--- config.mk ---
export PLATFORM = sky130hd
export DESIGN_NAME = hstr_router
export DESIGN_NICKNAME = d
export VERILOG_FILES = /design/src/hstr_pkg.sv /design/src/hstr_fifo.sv /design/src/hstr_router.sv
export VERILOG_INCLUDE_DIRS = /design/src
export SDC_FILE = /design/constraint.sdc
export NUM_CORES = 1
export LEC_CHECK = 0
export ABC_AREA = 1
export BUFFER_PORTS_ARGS = -buffer_cell sky130_fd_sc_hd__buf_4
export CAP_MARGIN = 20
export CORE_MARGIN = 3
export CORE_UTILIZATION = 56
export CTS_BUF_LIST = sky130_fd_sc_hd__clkbuf_4 sky130_fd_sc_hd__clkbuf_8 sky130_fd_sc_hd__clkbuf_16
export CTS_CLUSTER_SIZE = 8
export DETAILED_ROUTE_END_ITERATION = 16
export HOLD_SLACK_MARGIN = 0.15
export PLACE_DENSITY = 0.8
export SLEW_MARGIN = 20
export SYNTH_ARGS = -nofsm -noshare
export SYNTH_HDL_FRONTEND = slang
export SYNTH_SLANG_ARGS = --single-unit
--- constraint.sdc ---
create_clock -name clk_in -period 3.1 [get_ports clk_in]
set_input_delay 0.62 -clock clk_in [delete_from_list [all_inputs] [get_ports clk_in]]
set_output_delay 0.62 -clock clk_in [all_outputs]
set_load 0.01 [all_outputs]
--- src/hstr_cfg.svh ---
// Purpose: constants for the hub speed and traffic routing block
// Assumes: 100 MHz clock
// Notes:   timing counts derive from times in their own units
`ifndef HSTR_CFG_SVH
`define HSTR_CFG_SVH
`define HSTR_CLK_MHZ        100
`define HSTR_FRAME_US       1000
`define HSTR_UFRAME_NS      125000
`define HSTR_FRAME_CYC      ((`HSTR_FRAME_US * `HSTR_CLK_MHZ))
`define HSTR_UFRAME_CYC     ((`HSTR_UFRAME_NS * `HSTR_CLK_MHZ) / 1000)
`define HSTR_RESUME_US      20
`define HSTR_RESUME_CYC     ((`HSTR_RESUME_US * `HSTR_CLK_MHZ))
`define HSTR_NUM_PORTS      4
`define HSTR_FIFO_DEPTH     8
`define HSTR_DATA_W         8
`endif

--- src/hstr_pkg.sv ---
// Purpose: types for the hub speed and traffic routing block
// Assumes: nothing
// Notes:   speed codes shared by ports and routing
package hstr_pkg;
    typedef enum logic [1:0] {
        HSTR_SPD_LOW,
        HSTR_SPD_FULL,
        HSTR_SPD_HIGH,
        HSTR_SPD_NONE
    } hstr_speed_t;
    typedef enum logic [1:0] {
        HSTR_RT_OFF,
        HSTR_RT_REPEATER,
        HSTR_RT_TRANSLATOR
    } hstr_route_t;
endpackage

--- src/hstr_fifo.sv ---
// Purpose: shared translator buffer, valid/ready on both sides
// Assumes: single clock
// Notes:   depth must be a power of two
`timescale 1ns/10ps
module hstr_fifo #(
    parameter int WIDTH = 8,
    parameter int DEPTH = 8
) (
    input  wire logic             clk_in,
    input  wire logic             sys_rst_in,
    input  wire logic             wr_valid_in,
    output logic                  wr_ready_out,
    input  wire logic [WIDTH-1:0] wr_data_in,
    output logic                  rd_valid_out,
    input  wire logic             rd_ready_in,
    output logic      [WIDTH-1:0] rd_data_out
);
    localparam int AW = $clog2(DEPTH);
    logic [WIDTH-1:0] mem_q [DEPTH];
    logic [AW:0]      wp_q;
    logic [AW:0]      rp_q;
    logic             push;
    logic             pop;
    logic             full;
    logic             empty;

    assign full         = (wp_q[AW] != rp_q[AW]) && (wp_q[AW-1:0] == rp_q[AW-1:0]);
    assign empty        = (wp_q == rp_q);
    assign wr_ready_out = !full;
    assign rd_valid_out = !empty;
    assign rd_data_out  = mem_q[rp_q[AW-1:0]];
    assign push         = wr_valid_in && !full;
    assign pop          = rd_ready_in && !empty;

    always_ff @(posedge clk_in) begin
        if (push) begin
            mem_q[wp_q[AW-1:0]] <= wr_data_in;
        end
    end

    always_ff @(posedge clk_in or posedge sys_rst_in) begin
        if (sys_rst_in) begin
            wp_q <= '0;
            rp_q <= '0;
        end else begin
            if (push) wp_q <= wp_q + 1'b1;
            if (pop) rp_q <= rp_q + 1'b1;
        end
    end

    a_fifo_no_overflow: assert property (@(posedge clk_in) disable iff (sys_rst_in)
        full && !pop |=> $stable(wp_q)) else $error("fifo written while full");
endmodule // hstr_fifo

--- src/hstr_router.sv ---
// Purpose: upstream speed select, per-port routing, frame timer, resume, attach pull-up
// Assumes: inputs synchronous to clk_in; speeds come from the port detectors
// Notes:   one shared translator buffer serves every downstream port
`timescale 1ns/10ps
`include "hstr_cfg.svh"
module hstr_router #(
    parameter int NPORT     = `HSTR_NUM_PORTS,
    parameter int DW        = `HSTR_DATA_W,
    parameter int FDEPTH    = `HSTR_FIFO_DEPTH,
    parameter int FRAME_CYC = `HSTR_FRAME_CYC,
    parameter int UFRM_CYC  = `HSTR_UFRAME_CYC,
    parameter int RSM_CYC   = `HSTR_RESUME_CYC
) (
    input  wire logic               clk_in,
    input  wire logic               sys_rst_in,
    input  wire logic               host_hs_in,
    input  wire logic               speed_valid_in,
    input  wire logic               vbus_in,
    input  wire logic               sof_in,
    input  wire logic               suspend_in,
    input  wire logic               wakeup_in,
    input  wire logic [NPORT-1:0]   port_conn_in,
    input  wire logic [2*NPORT-1:0] port_speed_in,
    input  wire logic               tt_valid_in,
    output logic                    tt_ready_out,
    input  wire logic [DW-1:0]      tt_data_in,
    input  wire logic               tt_drain_in,
    output logic                    tt_valid_out,
    output logic [DW-1:0]           tt_data_out,
    output logic                    upstream_hs_out,
    output logic                    pullup_en_out,
    output logic [2*NPORT-1:0]      route_out,
    output logic                    sof_tick_out,
    output logic                    resume_out
);
    localparam int TW = $clog2(FRAME_CYC + 1);
    localparam int RW = $clog2(RSM_CYC + 1);

    logic              hs_q;
    logic              pullup_q;
    logic [TW-1:0]     tmr_q;
    logic [TW-1:0]     period_q;
    logic              tick_q;
    logic [RW-1:0]     rsm_q;
    logic              resume_q;
    logic [2*NPORT-1:0] route_q;
    logic [NPORT-1:0]  conn_q;
    logic              f_ready;
    logic              f_valid;
    logic [DW-1:0]     f_data;
    logic              tt_vq;
    logic [DW-1:0]     tt_dq;

    // speed is latched only when detected, so attach to a 1.1 host stays full speed
    always_ff @(posedge clk_in or posedge sys_rst_in) begin
        if (sys_rst_in) begin
            hs_q <= 1'b0;
        end else if (!vbus_in) begin
            hs_q <= 1'b0;
        end else if (speed_valid_in) begin
            hs_q <= host_hs_in;
        end
    end

    // pull-up only while out of reset and bus power present
    always_ff @(posedge clk_in or posedge sys_rst_in) begin
        if (sys_rst_in) begin
            pullup_q <= 1'b0;
        end else begin
            pullup_q <= vbus_in;
        end
    end

    // period learned from SOF spacing; the first SOF after reset already loads the timer count
    always_ff @(posedge clk_in or posedge sys_rst_in) begin
        if (sys_rst_in) begin
            tmr_q    <= '0;
            period_q <= TW'(FRAME_CYC);
            tick_q   <= 1'b0;
        end else begin
            tick_q <= 1'b0;
            if (sof_in) begin
                if (tmr_q != '0) period_q <= tmr_q + 1'b1;
                tmr_q <= '0;
                tick_q <= 1'b1;
            end else if (tmr_q + 1'b1 >= period_q) begin
                tmr_q  <= '0;
                tick_q <= 1'b1;
            end else begin
                tmr_q <= tmr_q + 1'b1;
            end
            if (!hs_q && period_q < TW'(UFRM_CYC)) period_q <= TW'(FRAME_CYC);
        end
    end

    // resume held for a fixed width so the repeater sees it across a slow clock
    always_ff @(posedge clk_in or posedge sys_rst_in) begin
        if (sys_rst_in) begin
            rsm_q    <= '0;
            resume_q <= 1'b0;
        end else if (suspend_in && wakeup_in) begin
            rsm_q    <= RW'(RSM_CYC - 1);
            resume_q <= 1'b1;
        end else if (rsm_q != '0) begin
            rsm_q <= rsm_q - 1'b1;
        end else begin
            resume_q <= 1'b0;
        end
    end

    // routing reevaluated every cycle; connect/disconnect changes take effect next edge
    always_ff @(posedge clk_in or posedge sys_rst_in) begin
        if (sys_rst_in) begin
            route_q <= '0;
            conn_q  <= '0;
        end else begin
            conn_q <= port_conn_in;
            for (int i = 0; i < NPORT; i++) begin
                if (!port_conn_in[i]) begin
                    route_q[2*i +: 2] <= hstr_pkg::HSTR_RT_OFF;
                end else if (!hs_q) begin
                    route_q[2*i +: 2] <= hstr_pkg::HSTR_RT_REPEATER;
                end else if (port_speed_in[2*i +: 2] == hstr_pkg::HSTR_SPD_HIGH) begin
                    route_q[2*i +: 2] <= hstr_pkg::HSTR_RT_REPEATER;
                end else begin
                    route_q[2*i +: 2] <= hstr_pkg::HSTR_RT_TRANSLATOR;
                end
            end
        end
    end

    // single shared translator buffer; accepted only in high-speed mode
    hstr_fifo #(
        .WIDTH (DW),
        .DEPTH (FDEPTH)
    ) u_tt_buf (
        .clk_in       (clk_in),
        .sys_rst_in   (sys_rst_in),
        .wr_valid_in  (tt_valid_in && hs_q),
        .wr_ready_out (f_ready),
        .wr_data_in   (tt_data_in),
        .rd_valid_out (f_valid),
        .rd_ready_in  (tt_drain_in && !tt_vq),
        .rd_data_out  (f_data)
    );

    always_ff @(posedge clk_in or posedge sys_rst_in) begin
        if (sys_rst_in) begin
            tt_vq <= 1'b0;
            tt_dq <= '0;
        end else begin
            tt_vq <= f_valid && tt_drain_in && !tt_vq;
            if (f_valid && tt_drain_in && !tt_vq) tt_dq <= f_data;
        end
    end

    assign upstream_hs_out = hs_q;
    assign pullup_en_out   = pullup_q;
    assign route_out       = route_q;
    assign sof_tick_out    = tick_q;
    assign resume_out      = resume_q;
    assign tt_valid_out    = tt_vq;
    assign tt_data_out     = tt_dq;
    assign tt_ready_out    = f_ready && hs_q;

    // assertions watch port 0; every port runs the same loop body
    a_pullup_vbus: assert property (@(posedge clk_in) disable iff (sys_rst_in)
        !vbus_in |=> !pullup_en_out)
        else $error("pull-up on without vbus");
    a_pullup_follow: assert property (@(posedge clk_in) disable iff (sys_rst_in)
        vbus_in |=> pullup_en_out)
        else $error("pull-up off with vbus");
    a_fs_no_tt: assert property (@(posedge clk_in) disable iff (sys_rst_in)
        !upstream_hs_out |-> !tt_ready_out)
        else $error("translator open at full speed");
    a_route_tt: assert property (@(posedge clk_in) disable iff (sys_rst_in)
        hs_q && port_conn_in[0] && port_speed_in[1:0] != hstr_pkg::HSTR_SPD_HIGH
        ##0 $stable(hs_q)[*1] |=> route_out[1:0] == hstr_pkg::HSTR_RT_TRANSLATOR)
        else $error("slow port not on translator");
    a_route_rep: assert property (@(posedge clk_in) disable iff (sys_rst_in)
        port_conn_in[0] && (!hs_q || port_speed_in[1:0] == hstr_pkg::HSTR_SPD_HIGH)
        |=> route_out[1:0] == hstr_pkg::HSTR_RT_REPEATER)
        else $error("not on repeater");
    a_route_off: assert property (@(posedge clk_in) disable iff (sys_rst_in)
        !port_conn_in[0] |=> route_out[1:0] == hstr_pkg::HSTR_RT_OFF)
        else $error("detached port routed");
    a_resume_raise: assert property (@(posedge clk_in) disable iff (sys_rst_in)
        suspend_in && wakeup_in |=> resume_out [*2])
        else $error("no resume");
    a_resume_idle: assert property (@(posedge clk_in) disable iff (sys_rst_in)
        !suspend_in && !resume_out |=> !resume_out)
        else $error("resume while awake");
    a_sof_tick: assert property (@(posedge clk_in) disable iff (sys_rst_in)
        sof_in |=> sof_tick_out && tmr_q == '0)
        else $error("sof not resynced");
    // a rollover keeps the learned period, so frames stay aligned between SOFs
    a_frame_roll: assert property (@(posedge clk_in) disable iff (sys_rst_in)
        !sof_in && tmr_q + 1'b1 >= period_q |=> sof_tick_out && tmr_q == '0)
        else $error("frame rollover missed");
    a_speed_latch: assert property (@(posedge clk_in) disable iff (sys_rst_in)
        vbus_in && speed_valid_in |=> upstream_hs_out == $past(host_hs_in))
        else $error("upstream speed wrong");
    a_fs_default: assert property (@(posedge clk_in) disable iff (sys_rst_in)
        !vbus_in |=> !upstream_hs_out)
        else $error("hs without attach");
    a_tt_gap: assert property (@(posedge clk_in) disable iff (sys_rst_in)
        tt_valid_out |=> !tt_valid_out)
        else $error("translator words too close");
    a_reset_pullup: assert property (@(posedge clk_in)
        sys_rst_in |-> !pullup_en_out)
        else $error("pull-up on in reset");

    // covers for the main scenarios
    c_hs_attach: cover property (@(posedge clk_in) vbus_in && speed_valid_in && host_hs_in);
    c_tt_full: cover property (@(posedge clk_in) hs_q && !f_ready);
    c_resume: cover property (@(posedge clk_in) suspend_in && wakeup_in);
    c_sof_pair: cover property (@(posedge clk_in) sof_in ##[1:300] sof_in);
    c_port_attach: cover property (@(posedge clk_in) !conn_q[0] && port_conn_in[0]);
endmodule // hstr_router

# Word-level counts from Yosys, hierarchy flattened
# Memory sizes are Yosys's and may differ from the RTL's. A register that Yosys moved wholly into a read port is not among the register bits.
# Cells that the tools add are included.
[word_totals]
reg_bits = 66
latchBits = 0
mem_bits_rw = 64
romBits = 0
inputBits = 30
wordCells = 74
n_memories = 1
[classes]
add_sub_neg = 4
multipliers = 0
n_div = 0
order_cmp = 2
n_eq_ne = 9
n_shift = 0
n_mux = 27
bitwise = 0
n_reduce_logical = 20
[memory_table]
columns = ["name", "words", "word_bits", "rd", "rd_clocked_by_memory_dff", "wr", "line", "source"]
rows = [
  ["u_tt_buf.mem_q", 8, 8, 1, 1, 1, "hstr_fifo.sv:19", "logic [WIDTH-1:0] mem_q [DEPTH];"],
]
[ops]
columns = ["cell", "count"]
rows = [
  ["2-to-1 mux 17 bit", 5],
  ["2-to-1 mux 2 bit", 12],
  ["2-to-1 mux 11 bit", 2],
  ["adder 17 x 1 -> 17 bit, second input constant", 1],
  [">= comparator 17 bit", 1],
  ["< comparator 17 x 14 -> 1 bit, second input constant", 1],
  ["nonzero test 17 bit", 1],
  ["nonzero test 11 bit", 1],
  ["subtractor 11 x 1 -> 11 bit, second input constant", 1],
  ["logical AND 1 bit", 10],
  ["adder 4 x 1 -> 4 bit, second input constant", 2],
  ["equality test 2 bit, second input constant", 4],
  ["2-to-1 mux 1 bit", 8],
  ["nonzero test 2 bit", 3],
  ["equality test 4 bit", 1],
  ["logical NOT 1 bit", 4],
  ["inequality test 2 bit, second input constant", 2],
  ["equality test 3 bit", 1],
  ["AND reduction 2 bit", 1],
  ["inequality test 1 bit", 1],
]

# Logic depth before layout (Yosys ltp)
[logic_depth]
depth_word = 6
ltp_mapped = 17
mapped_depth_nobuf = 16

# By module
# A second synthesis with hierarchy kept.
[hier_totals]
hier_cells = 747
hier_area_um2 = 6722.7
[modules_own_cells]
columns = ["mod", "instances", "cells_per_inst", "area_each_um2", "seq_area_each_um2"]
rows = [
  ["hstr_router", 1, 480, 3651.0, 1659.1],
  ["hstr_fifo", 1, 267, 3071.7, 2122.0],
]

# Worst setup path before layout
# Ideal clock, no wire load.
[synth_timing]
path_kind = "reg2reg"
startpoint = "reg tmr_q[0]"
endpoint = "reg tick_q, in the netlist sof_tick_out"
setup_time_ns = 0.127
t_arrival_ns = 2.350
required_ns = 2.973
path_slack_ns = 0.623
stages_incl_launch_ff = 15
path_buffers = 0
period_less_slack_ns = 2.477
path_cell_list = "dfrtp_1 > ha_1 > nand3_2 > nor3_2 > nand2_1 > xor2_1 > inv_1 > ha_1 > nand2_1 > inv_1 > nand2_1 > nand2_1 > a21oi_1 > nand4_2 > or2_2"
[synth_via]
elab_chain_len = 4
[synth_lines]
columns = ["item", "line", "source"]
rows = [
  ["start, declared", "hstr_router.sv:41", "logic [TW-1:0] tmr_q;"],
  ["start signal, assigned", "hstr_router.sv:90", "tmr_q <= tmr_q + 1'b1;"],
  ["adder 17 x 1 -> 17 bit", "hstr_router.sv:86", "end else if (tmr_q + 1'b1 >= period_q) begin"],
  [">= comparator 17 bit", "hstr_router.sv:86", ""],
  ["2-to-1 mux 1 bit", "hstr_router.sv:86", ""],
  ["2-to-1 mux 1 bit", "hstr_router.sv:82", "if (sof_in) begin"],
  ["end signal, assigned", "hstr_router.sv:81", "tick_q <= 1'b0;"],
  ["end signal, assigned", "hstr_router.sv:85", "tick_q <= 1'b1;"],
  ["end signal, assigned", "hstr_router.sv:88", "tick_q <= 1'b1;"],
  ["end, declared", "hstr_router.sv:43", "logic tick_q;"],
]
# Every way passes these cells.
# A chain may end at the register's enable or synchronous reset.

# Final worst setup path
[layout_timing]
startpoint = "reg tmr_q[2]"
endpoint = "reg tmr_q[16]"
[layout_via]
elab_chain_len = 4
[layout_lines]
columns = ["item", "line"]
rows = [
  ["adder 17 x 1 -> 17 bit *", "hstr_router.sv:86, hstr_router.sv:90"],
  [">= comparator 17 bit", "hstr_router.sv:86"],
  ["2-to-1 mux 17 bit *", "hstr_router.sv:86"],
  ["2-to-1 mux 17 bit *", "hstr_router.sv:82"],
]
# Every way passes the cells marked *; elsewhere a longest branch is shown, timed or not.

==> results.tsv <==
metric	value	unit
placer congestion estimate	0.906	
worst hold margin	0.328	ns
cell with the most instances after synthesis	nand2_1	
Mapped Area	6710	um^2
syn_nets	790	
final core utilization	0.684	
Final #Nets	858	
Global Route Usage Sum	0.233	
Post-synth EDFFs	64	
async set or reset register ratio after synthesis	0.536	
initial antenna violation count	0	
area leader, netlist	edfxtp_1	
TritonCTS Sinks	138	
worst skew pair latency	0.41	ns
Critical Path End Type	flop	
Routed WL per cell	15.4	um
Die Y	115	um
Synth cell types	41	
Hold Path Class	primary input to flop	
cells after synthesis	738	
CP max FO	10	
clk buf depth	2	
Final period util	0.928	
sequential share of the synthesized area	0.564	
Synth Flop Type	dfrtp_1	
fraction of layout cells with a size suffix above 1	0.170	
PnR worst setup slack	0.224	ns
Post-synth top cells	nand2_1, inv_1, nor2_1, dfrtp_1, edfxtp_1	
CP startpoint kind	flop	
Avg Vias per Cell	5.41	
# DRC	0	
die area	13300	um^2
Psw	2.14	mW
unrepaired setup endpoints after global routing	no	
Root Driver	clkbuf_16	
Crit path largest cell delay	0.43	ns
P&R area growth vs syn	18.0	%
fillers	869	
core region area	11600	um^2
number of hold buffers added after CTS	0	
CP arrival	3.19	ns
crit-path cells	nand3_2 > nor3_4 > nand2_2 > xor2_1 > clkinv_2 > ha_1 > nand2_1 > inv_1 > nand2_1 > nand2_1 > a21oi_1 > nand4_2 > buf_4 > nor3_1	
sequential power share	0.383	
Clk pwr share	0.322	
Tmin final	2.88	ns
leakage power	3.73	nW
Yosys reg bits	138	
largest net degree at the start of global routing	39	
final setup fails	0	
Pre-antenna DRT Iters	5	
maxcap violations	0	
Synth area leaders	edfxtp_1, dfrtp_1, nand2_1	
yosys warns	0	
top cell type's share of synthesized area	0.287	
clk slew on worst S/H paths	0.06	ns
Hold Fails Final Rpt	0	
# diodes	0	
Slew Limit Headroom	0.431	
Overall Power	6.39	mW
VDD IR-drop max	574	uV
ANT nets after route	0	
setup TNS	0	ns
pre-CTS setup slack	0.206	ns
first-pass GRT wire length	24100	um
CP max-delay cell	dfrtp_1	
vias in the first global route	5021	
final WL	14800	um
Rows	39	
H-Tree Depth	4	
number of CTS-inserted buffers	17	
status	finished, final reports clean	
Worst Max-Slew Pin Slew	0.853	ns
Worst Clk Skew	0.00698	ns
# IOs	52	
Int Pwr	4.25	mW
Sequential Area	3780	um^2
post-DP HPWL	9970	um
area occupied by multi-input gates	2420	um^2
Mean Syn Cell Area	9.09	um^2
Starting Density	0.580	
CP dominant cell by count	nand2_1	
PwrDens	808	nW/um^2
CP Class	flop to flop	
Req. time, crit path	3.41	ns
Gate power share	0.296	
R2R depth	14	
Max Slew Vio Count	0	
Worst Hold Depth	1	
Max Clock Freq	0.348	GHz
port buffer count	51	
Die W	115	um
vias	5203	
CTS tree	done	
Switching Share	0.335	
First DRT Iteration DRCs	520	
GRT overflow	0	
[power groups by stage]
stage               Sequential [mW]  Clock [mW]  Combinational [mW]
floorplan                      2.44           0                1.34
global placement               2.46           0                1.75
detailed placement             2.47           0                1.85
CTS                            2.44        2.08                1.89
global route                   2.48        2.17                2.12
finish                         2.45        2.06                1.89
[layout by cell type, fill, tap and decap left out, drive strengths merged, types with 3 or more instances in the layout]
master  instances
ha             22
clkbuf         20
nor2          105
o21ai          55
edfxtp         64
nor3           23
nand3          22
dfstp           6
o22ai          16
nand2         181
buf            68
o211ai          4
bufinv          4
xnor2           3
xor2           12
dfrtp          68
a31oi           3
a21oi          14
clkinv         10
inv           105
nand4           7
[worst max-delay path: cells and delay by family (launching register included)]
kind            cells  cell delay (ns)
flops               1             0.43
fa+ha+maj           1             0.33
simple gates        8             1.12
buf+inv             3             0.42
compound gates      1             0.17
xor+xnor            1             0.30
[area by class of cell]
cell class | instances | share of cell area
Clock inverter | 12 | 0.0194
Inverter | 107 | 0.0509
Tap cell | 143 | 0.0226
Multi-Input combinational cell | 474 | 0.306
Sequential cell | 138 | 0.478
Clock buffer | 20 | 0.0566
Timing Repair Buffer | 68 | 0.0661
[path summary, 6_finish.rpt]
kind / from / endpoint / slack, ns
setup / recovery: tmr_q[2]$_DFF_PP0_ / tmr_q[16]$_DFF_PP0_ / 0.22
hold / removal: vbus_in / pullup_en_out$_DFF_PP0_ / 0.33
setup reg to reg: tmr_q[2]$_DFF_PP0_ / tmr_q[16]$_DFF_PP0_ / 0.22
hold reg to reg: tt_data_out[1]$_DFFE_PP0P_ / tt_data_out[1]$_DFFE_PP0P_ / 0.48
max in group asynchronous: sys_rst_in / tt_data_out[7]$_DFFE_PP0P_ / 2.03
min in group asynchronous: sys_rst_in / tmr_q[6]$_DFF_PP0_ / 0.39
[cells by family after synthesis]
logic type	Yosys count	synth area share
simple gates	342	0.222
flops	138	0.564
buf+inv	126	0.0756
compound gates	95	0.0771
fa+ha+maj	22	0.0410
xor+xnor	15	0.0207
[layer usage]
layer / track usage / part of all wire / vias to the layer above
li1: - / - / 2529
met1: 0.309 / 0.43 / 2489
met2: 0.386 / 0.50 / 165
met3: 0.0486 / 0.055 / 20
met4: 0.0798 / 0.015 / 0
met5: 0 / 0 / -
[per-stage QoR]
stage / cells / cell area [um^2]
floorplan: 738 / 6710
global placement: 927 / 7280
detailed placement: 927 / 7280
CTS: 959 / 7880
global route: 962 / 7910
finish: 962 / 7910
[registers in the layout (all words and copies together), names as in the netlist]
signal	count
resume_out	1
tt_valid_out	1
tmr_q	17
tt_data_out	8
u_tt_buf.rp_q	4
route_out	8
u_tt_buf.wp_q	4
pullup_en_out	1
sof_tick_out	1
rsm_q	11
u_tt_buf.mem_q	64
upstream_hs_out	1
period_q	17
[timing repair]
| action | CTS | global route |
|---|---|---|
| setup buffers | 0 | 3 |
| setup endpoints to repair | 0 | 10 |
| hold endpoints to repair | 0 | 0 |
| gates resized for setup | 0 | 2 |
No activity file was read; power rests on OpenSTA's default activity.
